--- src/common/cpu_clock_generator_owd_params.svh ---
// constants of the cpu clock generator with oscillator watchdog
//
// Behaviour
// - straps 111 x4, 110 x3, 101 x2, 100 x5, 011 x1, 010 x1.5, 001 /2, 000 x2.5.
// - the pll is enabled for every strap code except 011 and 001.
// - the pll may synchronise to the input clock only during hardware reset.
// - pll lock loss raises the clock-fail interrupt and drops to base frequency.
// - straps 001 feed the cpu from the input clock through a 2:1 prescaler.
// - straps 011 feed the cpu directly from the input clock.
// - in prescaler and direct modes the pll free-runs to clock the watchdog.
// - the watchdog is on after every reset; the disable bit turns it off.
// - the watchdog counter counts pll ticks and clears on each input transition.
// - after 16 ticks without transition, switch cpu to pll base clock and interrupt.
// - after a watchdog switch the pll clock stays until the next hardware reset.
// - with the watchdog disabled in direct and prescaler modes the cpu runs from the input and pll is off.
// - idle stops only the cpu clock; power-down stops both clocks.
`ifndef CPU_CLOCK_GENERATOR_OWD_PARAMS_SVH
`define CPU_CLOCK_GENERATOR_OWD_PARAMS_SVH

// ----------------------------------------------------------------------
// timing
// ----------------------------------------------------------------------
`define CCG_CLK_KHZ 20000
// pll base frequency, somewhere inside its 2 to 5 MHz range
`define CCG_PLL_BASE_KHZ 4000
`define CCG_PLL_DIV (`CCG_CLK_KHZ / `CCG_PLL_BASE_KHZ)
`define CCG_PLL_DIV_W 3
`define CCG_OWD_LIMIT 5'h10
`define CCG_OWD_W 5

// ----------------------------------------------------------------------
// strap codes and cpu factors in halves of the input frequency
// ----------------------------------------------------------------------
`define CCG_STRAP_X4 3'h7
`define CCG_STRAP_X3 3'h6
`define CCG_STRAP_X2 3'h5
`define CCG_STRAP_X5 3'h4
`define CCG_STRAP_DIRECT 3'h3
`define CCG_STRAP_X1P5 3'h2
`define CCG_STRAP_PRESCALE 3'h1
`define CCG_STRAP_X2P5 3'h0
`define CCG_FACTOR_W 5
`define CCG_HALVES_X4 5'h08
`define CCG_HALVES_X3 5'h06
`define CCG_HALVES_X2 5'h04
`define CCG_HALVES_X5 5'h0a
`define CCG_HALVES_X1 5'h02
`define CCG_HALVES_X1P5 5'h03
`define CCG_HALVES_DIV2 5'h01
`define CCG_HALVES_X2P5 5'h05

`endif

--- src/common/cpu_clock_generator_owd_pkg.sv ---
// types of the cpu clock generator with oscillator watchdog
package cpu_clock_generator_owd_pkg;

    typedef enum logic [1:0] {
        SRC_PLL = 2'b00,
        SRC_DIRECT = 2'b01,
        SRC_PRESCALE = 2'b10,
        SRC_PLL_BASE = 2'b11
    } clk_src_e;

    typedef enum logic [1:0] {
        OWD_RUN = 2'b00,
        OWD_OFF = 2'b01,
        OWD_TRIPPED = 2'b10
    } owd_state_e;

    typedef struct packed {
        clk_src_e cpuSrc;
        logic [4:0] factorHalves;
        logic pllOn;
        logic pllSyncAllow;
        logic pllAtBase;
        logic owdTripped;
        logic cpuClkRun;
        logic periphClkRun;
    } clk_status_s;

endpackage : cpu_clock_generator_owd_pkg

--- src/hdl/cpu_clock_generator_owd.sv ---
// cpu and peripheral clock selection with pll lock and oscillator watchdog
`timescale 1ns/10ps
`include "cpu_clock_generator_owd_params.svh"

module cpu_clock_generator_owd (
    input wire logic clk, // 20 MHz system clock
    input wire logic reset_n, // synchronous reset
    input wire logic [2:0] clockSelectStraps, // strap pins, async
    input wire logic crystalInputPin, // oscillator input, async
    input wire logic pllLockedRaw, // pll lock indication, async
    input wire logic oscWatchdogDisable, // config register bit
    input wire logic idleMode, // cpu idle request
    input wire logic powerDownMode, // power-down request
    output cpu_clock_generator_owd_pkg::clk_status_s clkStatus, // selection
    output logic clockFailIrq // one-cycle interrupt pulse
);
    import cpu_clock_generator_owd_pkg::*;

    // ------------------------------------------------------------------
    // input synchronisers
    // ------------------------------------------------------------------
    logic [4:0] syncA_q;
    logic [4:0] syncB_q;
    logic xtalDly_q;
    logic lockDly_q;
    logic [2:0] strapSync;
    logic xtalSync;
    logic lockSync;

    // two stages for every pin; only the second stage is read by logic
    always_ff @(posedge clk) begin
        syncA_q <= {pllLockedRaw, crystalInputPin, clockSelectStraps};
        syncB_q <= syncA_q;
    end

    assign strapSync = syncB_q[2:0];
    assign xtalSync = syncB_q[3];
    assign lockSync = syncB_q[4];

    // delayed copies for edge detection
    always_ff @(posedge clk) begin
        if (!reset_n) begin
            xtalDly_q <= 1'b0;
            lockDly_q <= 1'b0;
        end else begin
            xtalDly_q <= xtalSync;
            lockDly_q <= lockSync;
        end
    end

    // ------------------------------------------------------------------
    // strap latch and mode decode
    // ------------------------------------------------------------------
    logic [2:0] strap_q;
    logic pllMode;
    logic directMode;
    logic prescaleMode;
    logic [4:0] factorHalves;

    // follows the pins while reset is low, frozen at release
    always_ff @(posedge clk) begin
        if (!reset_n) begin
            strap_q <= strapSync;
        end
    end

    assign directMode = (strap_q == `CCG_STRAP_DIRECT);
    assign prescaleMode = (strap_q == `CCG_STRAP_PRESCALE);
    assign pllMode = !directMode && !prescaleMode;

    // factor in halves so that 1.5 and 2.5 stay exact
    always_comb begin
        unique case (strap_q)
            `CCG_STRAP_X4: factorHalves = `CCG_HALVES_X4;
            `CCG_STRAP_X3: factorHalves = `CCG_HALVES_X3;
            `CCG_STRAP_X2: factorHalves = `CCG_HALVES_X2;
            `CCG_STRAP_X5: factorHalves = `CCG_HALVES_X5;
            `CCG_STRAP_DIRECT: factorHalves = `CCG_HALVES_X1;
            `CCG_STRAP_X1P5: factorHalves = `CCG_HALVES_X1P5;
            `CCG_STRAP_PRESCALE: factorHalves = `CCG_HALVES_DIV2;
            `CCG_STRAP_X2P5: factorHalves = `CCG_HALVES_X2P5;
        endcase
    end

    // ------------------------------------------------------------------
    // pll base clock model
    // ------------------------------------------------------------------
    logic [`CCG_PLL_DIV_W-1:0] pllDiv_q;
    logic pllTick;
    logic pllOff;
    owd_state_e owdState_q;

    // the pll is only switched off when nothing needs it
    assign pllOff = !pllMode && (owdState_q == OWD_OFF);
    assign pllTick = !pllOff && (pllDiv_q == `CCG_PLL_DIV_W'(`CCG_PLL_DIV - 1));

    // free-running base tick, kept alive for the watchdog
    always_ff @(posedge clk) begin
        if (!reset_n || pllOff || pllTick) begin
            pllDiv_q <= '0;
        end else begin
            pllDiv_q <= pllDiv_q + `CCG_PLL_DIV_W'(1);
        end
    end

    // ------------------------------------------------------------------
    // oscillator watchdog
    // ------------------------------------------------------------------
    logic [`CCG_OWD_W-1:0] owdCnt_q;
    logic xtalEdge;
    logic owdArmed;
    logic owdOverflow;

    assign xtalEdge = xtalSync ^ xtalDly_q;
    // only the direct and prescaler modes rely on the watchdog
    assign owdArmed = !pllMode && (owdState_q == OWD_RUN);
    // an input edge in the same cycle as the last tick still saves it
    assign owdOverflow = owdArmed && pllTick && !xtalEdge &&
                         (owdCnt_q == `CCG_OWD_LIMIT - `CCG_OWD_W'(1));

    // counter clears on every input transition
    always_ff @(posedge clk) begin
        if (!reset_n || !owdArmed || xtalEdge) begin
            owdCnt_q <= '0;
        end else if (pllTick) begin
            owdCnt_q <= owdCnt_q + `CCG_OWD_W'(1);
        end
    end

    // tripped is left only through hardware reset
    always_ff @(posedge clk) begin
        if (!reset_n) begin
            owdState_q <= OWD_RUN;
        end else begin
            unique case (owdState_q)
                OWD_RUN: begin
                    if (owdOverflow) begin
                        owdState_q <= OWD_TRIPPED;
                    end else if (oscWatchdogDisable) begin
                        owdState_q <= OWD_OFF;
                    end
                end
                OWD_OFF: begin
                    if (!oscWatchdogDisable) begin
                        owdState_q <= OWD_RUN;
                    end
                end
                OWD_TRIPPED: owdState_q <= OWD_TRIPPED;
                default: owdState_q <= OWD_RUN;
            endcase
        end
    end

    // ------------------------------------------------------------------
    // lock loss and interrupt
    // ------------------------------------------------------------------
    logic lockLoss;

    // falling lock after reset; a pll that never locked raises nothing
    assign lockLoss = pllMode && lockDly_q && !lockSync;

    always_ff @(posedge clk) begin
        if (!reset_n) begin
            clockFailIrq <= 1'b0;
        end else begin
            clockFailIrq <= lockLoss || owdOverflow;
        end
    end

    // ------------------------------------------------------------------
    // clock selection status
    // ------------------------------------------------------------------
    clk_status_s status_d;

    always_comb begin
        status_d.factorHalves = factorHalves;
        status_d.pllOn = !pllOff;
        status_d.pllSyncAllow = 1'b0;
        status_d.pllAtBase = pllMode ? !lockSync : 1'b1;
        status_d.owdTripped = (owdState_q == OWD_TRIPPED);
        status_d.cpuClkRun = !idleMode && !powerDownMode;
        status_d.periphClkRun = !powerDownMode;
        if (pllMode) begin
            status_d.cpuSrc = SRC_PLL;
        end else if (owdState_q == OWD_TRIPPED) begin
            status_d.cpuSrc = SRC_PLL_BASE;
        end else if (directMode) begin
            status_d.cpuSrc = SRC_DIRECT;
        end else begin
            status_d.cpuSrc = SRC_PRESCALE;
        end
    end

    // during reset the pll runs and may chase the input clock
    always_ff @(posedge clk) begin
        if (!reset_n) begin
            clkStatus <= '{cpuSrc: SRC_PLL, factorHalves: `CCG_HALVES_X4,
                           pllOn: 1'b1, pllSyncAllow: 1'b1, pllAtBase: 1'b1,
                           owdTripped: 1'b0, cpuClkRun: 1'b0,
                           periphClkRun: 1'b0};
        end else begin
            clkStatus <= status_d;
        end
    end

    // ------------------------------------------------------------------
    // checks
    // ------------------------------------------------------------------
    property p_strapHold;
        @(posedge clk) disable iff (!reset_n)
        $past(reset_n) |-> $stable(strap_q);
    endproperty
    a_strapHold: assert property (p_strapHold)
        else $error("strap selection changed outside reset");

    property p_pllEnable;
        @(posedge clk) disable iff (!reset_n)
        pllMode |=> clkStatus.pllOn && clkStatus.cpuSrc == SRC_PLL;
    endproperty
    a_pllEnable: assert property (p_pllEnable)
        else $error("pll not enabled in a multiplier mode");

    property p_syncOnlyReset;
        @(posedge clk)
        $past(reset_n) && reset_n |-> !clkStatus.pllSyncAllow;
    endproperty
    a_syncOnlyReset: assert property (p_syncOnlyReset)
        else $error("pll synchronisation allowed outside reset");

    property p_lockIrq;
        @(posedge clk) disable iff (!reset_n)
        lockLoss |=> clockFailIrq && clkStatus.pllAtBase;
    endproperty
    a_lockIrq: assert property (p_lockIrq)
        else $error("lock loss without interrupt or base fallback");

    property p_prescale;
        @(posedge clk) disable iff (!reset_n)
        prescaleMode && owdState_q != OWD_TRIPPED |=>
            clkStatus.cpuSrc == SRC_PRESCALE && clkStatus.factorHalves == 5'h01;
    endproperty
    a_prescale: assert property (p_prescale)
        else $error("prescaler mode not selected");

    property p_direct;
        @(posedge clk) disable iff (!reset_n)
        directMode && owdState_q != OWD_TRIPPED |=>
            clkStatus.cpuSrc == SRC_DIRECT && clkStatus.factorHalves == 5'h02;
    endproperty
    a_direct: assert property (p_direct)
        else $error("direct drive not selected");

    property p_owdTrip;
        @(posedge clk) disable iff (!reset_n)
        owdOverflow |=> clockFailIrq && owdState_q == OWD_TRIPPED
            ##1 clkStatus.cpuSrc == SRC_PLL_BASE;
    endproperty
    a_owdTrip: assert property (p_owdTrip)
        else $error("watchdog overflow did not switch to pll base clock");

    property p_owdCount;
        @(posedge clk) disable iff (!reset_n)
        owdOverflow |-> owdCnt_q == 5'h0f && !xtalEdge;
    endproperty
    a_owdCount: assert property (p_owdCount)
        else $error("watchdog overflow at wrong count");

    property p_cntClear;
        @(posedge clk) disable iff (!reset_n)
        xtalEdge |=> owdCnt_q == '0;
    endproperty
    a_cntClear: assert property (p_cntClear)
        else $error("watchdog counter not cleared by input transition");

    property p_tripSticky;
        @(posedge clk) disable iff (!reset_n)
        owdState_q == OWD_TRIPPED |=> owdState_q == OWD_TRIPPED
            && clkStatus.cpuSrc == SRC_PLL_BASE;
    endproperty
    a_tripSticky: assert property (p_tripSticky)
        else $error("watchdog switch undone without reset");

    property p_disabled;
        @(posedge clk) disable iff (!reset_n)
        owdState_q == OWD_OFF && !pllMode |=> !clkStatus.pllOn &&
            clkStatus.cpuSrc != SRC_PLL_BASE;
    endproperty
    a_disabled: assert property (p_disabled)
        else $error("disabled watchdog left pll on or off the input");

    property p_enabledAfterReset;
        @(posedge clk)
        !reset_n |=> owdState_q == OWD_RUN;
    endproperty
    a_enabledAfterReset: assert property (p_enabledAfterReset)
        else $error("watchdog not enabled after reset");

    property p_idle;
        @(posedge clk) disable iff (!reset_n)
        $past(reset_n) && idleMode && !powerDownMode ##1 reset_n |->
            !clkStatus.cpuClkRun && clkStatus.periphClkRun;
    endproperty
    a_idle: assert property (p_idle)
        else $error("idle mode clock gating wrong");

    property p_powerDown;
        @(posedge clk) disable iff (!reset_n)
        powerDownMode |=> !clkStatus.cpuClkRun && !clkStatus.periphClkRun;
    endproperty
    a_powerDown: assert property (p_powerDown)
        else $error("power-down left a clock running");

endmodule : cpu_clock_generator_owd

--- config.mk ---
export PLATFORM = sky130hd
export DESIGN_NAME = cpu_clock_generator_owd
export DESIGN_NICKNAME = d
export VERILOG_FILES = /design/src/common/cpu_clock_generator_owd_pkg.sv /design/src/hdl/cpu_clock_generator_owd.sv
export VERILOG_INCLUDE_DIRS = /design/src /design/src/common
export SDC_FILE = /design/constraint.sdc
export NUM_CORES = 1
export LEC_CHECK = 0
export ABC_CLOCK_PERIOD_IN_PS = 4150
export BUFFER_PORTS_ARGS = -buffer_cell sky130_fd_sc_hd__buf_2
export CAP_MARGIN = 20
export CELL_PAD_IN_SITES_DETAIL_PLACEMENT = 1
export CELL_PAD_IN_SITES_GLOBAL_PLACEMENT = 1
export CORE_MARGIN = 10
export CORE_UTILIZATION = 45
export DETAILED_ROUTE_END_ITERATION = 8
export HOLD_SLACK_MARGIN = 0.05
export PLACE_DENSITY = 0.82
export SYNTH_ARGS = -nofsm -noshare
export SYNTH_HDL_FRONTEND = slang
export SYNTH_SLANG_ARGS = --single-unit
--- constraint.sdc ---
create_clock -name clk -period 4.15 [get_ports clk]
set_input_delay 1.0375 -clock clk [delete_from_list [all_inputs] [get_ports clk]]
set_output_delay 1.0375 -clock clk [all_outputs]
set_load 0.01 [all_outputs]
==> summary.md, run 1 <==
| Metric | Value |
|---|---|
| Synth Area in Compound Gates | `roughly 8.2%` |
| Initial antenna violation count | `0` |
| Number of synthesized flops with an enable pin | `3` |
| Syn nets | `roughly 140` |
| Worst Hold Slack | `between 0.3 and 0.4 ns` |
| Clk sinks | `38` |
| # diodes | `0` |
| Final number of max-transition violations | `0` |
| Combinational share of power | `slightly below 7%` |
| Worst Max-Slew Pin Slew | `0.623 ns` |
| TNS Setup | `0 ns` |
| TritonCTS clock tree | `built` |
| Top cell family by delay on the critical path | `simple AND/OR/NAND/NOR gates` |
| Commonest non-fill, non-tap cell in the layout | `dfxtp_1` |
| Layout area overhead | `16.5%` |
| Clock power frac | `between 40% and 50%` |
| Chip height | `between 70 and 80 um` |
| Layout cells sized above 1 | `roughly a quarter` |
| Post-Route WL | `2800 um` |
| Routed via count | `roughly 960` |
| HPWL Detailed | `2020 um` |
| Top FF cell, synth | `dfxtp_1` |
| Final setup viols | `0` |
| Yosys reg bits | `38` |
| Crit. End Element | `flop` |
| Asr flop ratio synth | `0%` |
| Drt pass-1 iters | `4` |
| GPL Wtd Cong | `between 0.7 and 0.8` |
| Hold Buf Count CTS | `0` |
| Max Cap Violations | `0` |
| Number of global-route vias before repair | `a little over 1000` |
| Reg2reg start | `owdCnt_q[1]` |
| Mean post-synth cell area | `around 11 um^2` |
| Most frequent cells in the layout | `dfxtp_1, buf_2, inv_1, nor2_1, ha_1` |
| Worst Hold End | `syncB_q[3]` |
| Routed len/inst | `between 15 and 20 um` |
| Die width | `about 76 um` |
| Status | `completed` |
| Hold path startpoint | `syncA_q[3]` |
| Initial Utilization | `between 40% and 50%` |
| Fill count | `around 350` |
| Lkg Pwr | `~0.7 nW` |
| Adder-Cell Fraction of Synth Area | `under 10%` |
| Fin. Hold Viols | `0` |
| Final Instance Area | `roughly 0.0016 mm^2` |
| Yosys warns | `0` |
| Crit path time final | `about 1.9 ns` |
| Post_cts resized | `0` |
| Num rows | `20` |
| Vias/cell | `~5.3` |
| Max FO, Critical Path | `12` |
| Unrepaired setup endpoints after global routing | `no` |
| RR Endpoint | `clockFailIrq` |
| First-pass GRT wire length | `just under 5000 um` |
| Peak VDD IR | `slightly below 0.3 mV` |
| Sequential-to-total area share from yosys stat | `approximately 57%` |
| Gr usage total | `~11%` |
| Mux contribution to synthesized area | `under 10%` |
| Fin crit share | `46.2%` |
| Full die area | `approximately 0.0057 mm^2` |
| Worst Clk Skew | `~0.0037 ns` |
| Worst Hold Depth | `0` |
| Core footprint | `between 0.003 and 0.004 mm^2` |
| Worst r2r path cells | `6` |
| XOR/XNOR share of the synthesized area | `under 10%` |
| Worst min-delay path class | `reg2reg` |
| PD cells | `467 mW/mm^2` |
| Maximum root-to-sink buffer count | `2` |
| Critical Path Source Type | `primary input` |
| Crit path kind | `in2reg` |
| Slowest cell on crit path | `nor4b_2` |
| IO Port Bufs | `22` |
| Post-synth cell types | `39` |
| Setup bufs post-CTS | `0` |
| Clk root buf | `clkbuf_4` |
| Clk slew on worst S/H paths | `roughly 0.11 ns` |
| Worst Path Arrival | `2.18 ns` |
| Buffers plus inverters on the worst setup path | `1` |
| Cell count after synthesis | `between 100 and 150` |
| Crit path largest cell delay | `between 0.5 and 0.6 ns` |
| TritonCTS buffer count | `5` |
| Number of remaining DRC errors | `0` |
| Final nets | `165` |
| NetSw | `161 uW` |
| Sequential cell fraction of total power | `a little over half` |
| ANT nets after route | `0` |
| P_int | `roughly 600 uW` |
| Post-synthesis simple-gate area fraction | `roughly a fifth` |
| Crit path required time | `approximately 4.4 ns` |
| Initial drt markers | `40` |
| Mapped Area | `~0.0014 mm^2` |
| Io pins | `24` |
| Net Sw Frac | `a little over a fifth` |
| F_max | `521 MHz` |
| Placed cell area | `~0.0015 mm^2` |
| Combinational family with the most area after synthesis | `simple AND/OR/NAND/NOR gates` |
| Reg2reg setup slack | `approximately 2.4 ns` |
| Relative slew slack | `58.4%` |
| H-tree levels | `2` |
| Largest net degree at the start of global routing | `14` |
| Overflow after GRT | `0` |
| Critical Path, Cell by Cell | `buf_2, nor4b_2, nand3_2, a211oi_2` |
| Later-pin clock latency in the skew report | `0.34 ns` |
## synthesized netlist by cell type (2+ instances only)
library cell | count | area share [%]
a211oi_1 | 2 | 1.1
a21o_1 | 2 | 1.1
a21oi_1 | 3 | 1.1
and2_1 | 3 | 1.3
and3_1 | 2 | 0.90
and4_1 | 2 | 1.3
clkbuf_1 | 3 | 0.81
dfxtp_1 | 35 | 50
edfxtp_1 | 3 | 6.5
ha_1 | 7 | 6.3
inv_1 | 8 | 2.2
mux2i_1 | 5 | 3.6
nand2_1 | 6 | 1.6
nand3_1 | 4 | 1.4
nand4_1 | 5 | 2.2
nand4b_1 | 4 | 2.5
nor2_1 | 7 | 1.9
nor3_1 | 3 | 1.1
## power groups by stage
stage	logic [mW]	clock network [mW]	registers [mW]
after floorplan	0.0338	0	0.403
after global placement	0.0496	0	0.402
after detailed placement	0.0519	0	0.403
after CTS	0.0531	0.319	0.395
after global routing	0.0587	0.336	0.397
final	0.0520	0.311	0.395
## sequential cells by signal (all words and copies together) (netlist names)
signal	flops
pllDiv_q	3
xtalDly_q	1
strap_q	3
clockFailIrq	1
syncB_q	5
owdState_q	2
lockDly_q	1
clkStatus	12
owdCnt_q	5
syncA_q	5
## cell type report
class	instances	area, um^2	area share, %
Tap cell	33	41.3	2.55
Clock buffer	5	37.5	2.32
Multi-Input combinational cell	73	542	33.4
Inverter	8	30.0	1.85
Clock inverter	3	68.8	4.25
Sequential cell	38	791	48.8
Timing Repair Buffer	22	110	6.80
## metal layers
metal  GRT usage, %  part of all wire (%)  routed length (um)
met5              0                     0                   0
met4           4.33                  0.79                  22
met3           4.04                   4.0                 111
met2           19.7                    53                1480
met1           11.8                    42                1180
## worst max path at each step
stage / startpoint / to / slack, ns / cells after the start
after floorplan: reset_n / owdCnt_q[4] / 2.32 / 3
after global placement: reset_n / owdCnt_q[4] / 1.98 / 4
after detailed placement: reset_n / owdCnt_q[4] / 1.89 / 4
after CTS: reset_n / owdCnt_q[4] / 2.23 / 4
after global routing: reset_n / owdCnt_q[1] / 2.06 / 4
final: reset_n / owdCnt_q[4] / 2.23 / 4
## per-stage QoR
stage	worst slack, ns	cells	power (mW)	util (%)
detailed placement	1.89	174	0.455	50.4
CTS	2.23	182	0.767	54.0
floorplan	2.32	125	0.437	-
finish	2.23	182	0.757	54.0
global placement	1.98	174	0.451	50.4
global route	2.06	182	0.792	54.0
## cells by family after synthesis
kind of cell             count (synthesis)
AND/OR/NAND/NOR                         44
flip-flops                              38
AO/OA/AOI/OAI                           14
buffers and inverters                   14
adder cells (fa/ha/maj)                  7
multiplexers                             5
XOR/XNOR                                 2
other                                    1
## worst reg2reg max path, stage by stage (launching register included)
cell,delay [ns]
dfxtp_1,0.41
ha_1,0.20
and3_1,0.17
ha_1,0.15
nand4b_1,0.18
or4_4,0.46
a21oi_2,0.12
Note: power is estimated with default switching activity, not from simulation.
==> inputs of run 2 (changes only) <==
--- a/config.mk
+++ b/config.mk
@@ -6,16 +6,16 @@
 export SDC_FILE = /design/constraint.sdc
 export NUM_CORES = 1
 export LEC_CHECK = 0
-export ABC_CLOCK_PERIOD_IN_PS = 4150
+export ABC_CLOCK_PERIOD_IN_PS = 1800
 export BUFFER_PORTS_ARGS = -buffer_cell sky130_fd_sc_hd__buf_2
 export CAP_MARGIN = 20
 export CELL_PAD_IN_SITES_DETAIL_PLACEMENT = 1
 export CELL_PAD_IN_SITES_GLOBAL_PLACEMENT = 1
 export CORE_MARGIN = 10
-export CORE_UTILIZATION = 45
+export CORE_UTILIZATION = 42
 export DETAILED_ROUTE_END_ITERATION = 8
 export HOLD_SLACK_MARGIN = 0.05
-export PLACE_DENSITY = 0.82
+export PLACE_DENSITY = 0.77
 export SYNTH_ARGS = -nofsm -noshare
 export SYNTH_HDL_FRONTEND = slang
 export SYNTH_SLANG_ARGS = --single-unit
==> constraint.sdc (replaced) <==
create_clock -name clk -period 1.8 [get_ports clk]
set_input_delay 0.45 -clock clk [delete_from_list [all_inputs] [get_ports clk]]
set_output_delay 0.45 -clock clk [all_outputs]
set_load 0.01 [all_outputs]
==> run 2 against run 1 <==
- setup slack got worse by 2.1 ns
- first-iteration DRC count increased by 43%
- sequential share of layout area is 0.12 points higher
- clock power up 88%
- combinational power increased by 140%
- largest cell class unchanged
- largest power group unchanged
==> summary.md, run 2 (same netlist as run 1, synthesis figures left out) <==
| Metric | Value |
|---|---|
| Share of the core filled with cells | `a little over half` |
| Drt pass-1 iters | `2` |
| Die width | `roughly 78 um` |
| Fill count | `~370` |
| Critical Path Source Type | `flop` |
| Worst Max-Slew Pin Slew | `0.566 ns` |
| Crit. End Element | `flop` |
| Crit path kind | `reg2reg` |
| Clk root buf | `clkbuf_4` |
| Fin. Hold Viols | `0` |
| Relative slew slack | `between 60 and 70%` |
| Reg2reg start | `strap_q[0]` |
| F_max | `just over 600 MHz` |
| Clk sinks | `38` |
| Final setup viols | `0` |
| Lkg Pwr | `roughly 0.68 nW` |
| DP Worst Slack | `approximately 0.17 ns` |
| TritonCTS buffer count | `5` |
| Fin crit share | `between 90% and 100%` |
| Num rows | `20` |
| Maximum root-to-sink buffer count | `2` |
| Commonest non-fill, non-tap cell in the layout | `dfxtp_1` |
| PD cells | `999 mW/mm^2` |
| TNS Setup | `0 ns` |
| Final worst slack | `around 0.15 ns` |
| Chip height | `about 78 um` |
| Initial drt markers | `57` |
| Largest net degree at the start of global routing | `14` |
| Overflow after GRT | `0` |
| Io pins | `24` |
| Layout area overhead | `16.4%` |
| Status | `completed` |
| Largest Register | `clkStatus` |
| Number of remaining DRC errors | `0` |
| Post-Route WL | `roughly 3000 um` |
| ANT nets after route | `0` |
| Hold path startpoint | `pllLockedRaw` |
| Hold Buf Count CTS | `0` |
| Worst Hold Depth | `1` |
| Routed len/inst | `between 15 and 20 um` |
| Clk slew on worst S/H paths | `0.13 ns` |
| RR Endpoint | `owdCnt_q[3]` |
| Layout cells sized above 1 | `a little over a quarter` |
| H-tree levels | `2` |
| Worst setup startpoint | `strap_q[0]` |
| Initial Utilization | `roughly 45%` |
| Core footprint | `just over 0.003 mm^2` |
| Unrepaired setup endpoints after global routing | `no` |
| Crit path required time | `between 2 and 2.5 ns` |
| Crit path time final | `around 1.7 ns` |
| First-pass GRT wire length | `around 5000 um` |
| Most frequent cells in the layout | `dfxtp_1, buf_2, inv_1, nor2_1, ha_1` |
| GPL Wtd Cong | `0.945` |
| Number of global-route vias before repair | `approximately 1100` |
| Largest register FFs | `12` |
| Peak VDD IR | `approximately 0.55 mV` |
| IO Port Bufs | `22` |
| Later-pin clock latency in the skew report | `around 0.35 ns` |
| Worst Path Arrival | `1.94 ns` |
| Worst Hold Slack | `0.192 ns` |
| Setup bufs post-CTS | `0` |
| Post_cts resized | `0` |
| HPWL Detailed | `between 2000 and 2500 um` |
| Max Cap Violations | `0` |
| Worst Hold End | `syncA_q[4]` |
| Final nets | `around 170` |
| Worst min-delay path class | `in2reg` |
| Vias/cell | `5.11` |
| Total design power | `between 1.5 and 2 mW` |
| Routed via count | `991` |
| Final number of max-transition violations | `0` |
| Max FO, Critical Path | `8` |
| Full die area | `0.00601 mm^2` |
| Initial antenna violation count | `0` |
| Worst Clk Skew | `~0.015 ns` |
| Reg2reg setup slack | `0.15 ns` |
| Gr usage total | `about a tenth` |
| Worst r2r path cells | `4` |
| # diodes | `0` |
| TritonCTS clock tree | `built` |
run 2: cell types whose count changed in the layout (fill, tap and decap cells not counted), sizes merged:
cell | previous run | this run
buf | 22 | 23
clkinvlp | 0 | 2
clkinv | 1 | 0
bufinv | 2 | 1
run 2: layout make-up:
| type | instances | area, um^2 | area share (%) |
|---|---|---|---|
| multi-input combinational | 73 | 542 | 33.5 |
| sequential | 38 | 792 | 48.9 |
| timing repair buffer | 23 | 118 | 7.26 |
| inverter | 8 | 30.0 | 1.85 |
| tap | 44 | 55.1 | 3.40 |
| clock inverter | 3 | 45.0 | 2.78 |
| clock buffer | 5 | 37.5 | 2.32 |
run 2: worst max-delay path: stages (launching register included):
cell and delay (ns):
edfxtp_1 0.47, ha_1 0.33, o21ba_2 0.30, a211oi_1 0.27
mux2i_1 0.23
run 2: worst max path at each step:
stage	end	slack, ns	depth (start not counted)
2_1_floorplan	owdCnt_q[3]	0.22	5
3_3_place_gp	clockFailIrq	0.22	6
3_5_place_dp	clockFailIrq	0.17	6
4_1_cts	clockFailIrq	0.12	6
5_1_grt	owdCnt_q[3]	0.006	4
6_report	owdCnt_q[3]	0.15	4
run 2: per-stage QoR:
step | instances | area (um^2)
final | 194 | 1620
after global routing | 194 | 1620
after CTS | 194 | 1620
after detailed placement | 186 | 1540
after global placement | 186 | 1540
after floorplan | 125 | 1390
run 2: power breakdown:
group	switching [mW]	internal, mW	total [mW]	leakage (nW)
combinational	0.0729	0.0503	0.123	0.320
sequential	0.0190	0.890	0.909	0.320
clock	0.294	0.291	0.585	0.0374
run 2: per-layer routing:
metal	vias to the layer above	global-route usage [%]	share of wire, %
met2	24	16.6	50
met4	0	7.30	2.7
li1	479	-	-
met5	-	0	0
met1	480	10.8	41
met3	8	5.30	6.5
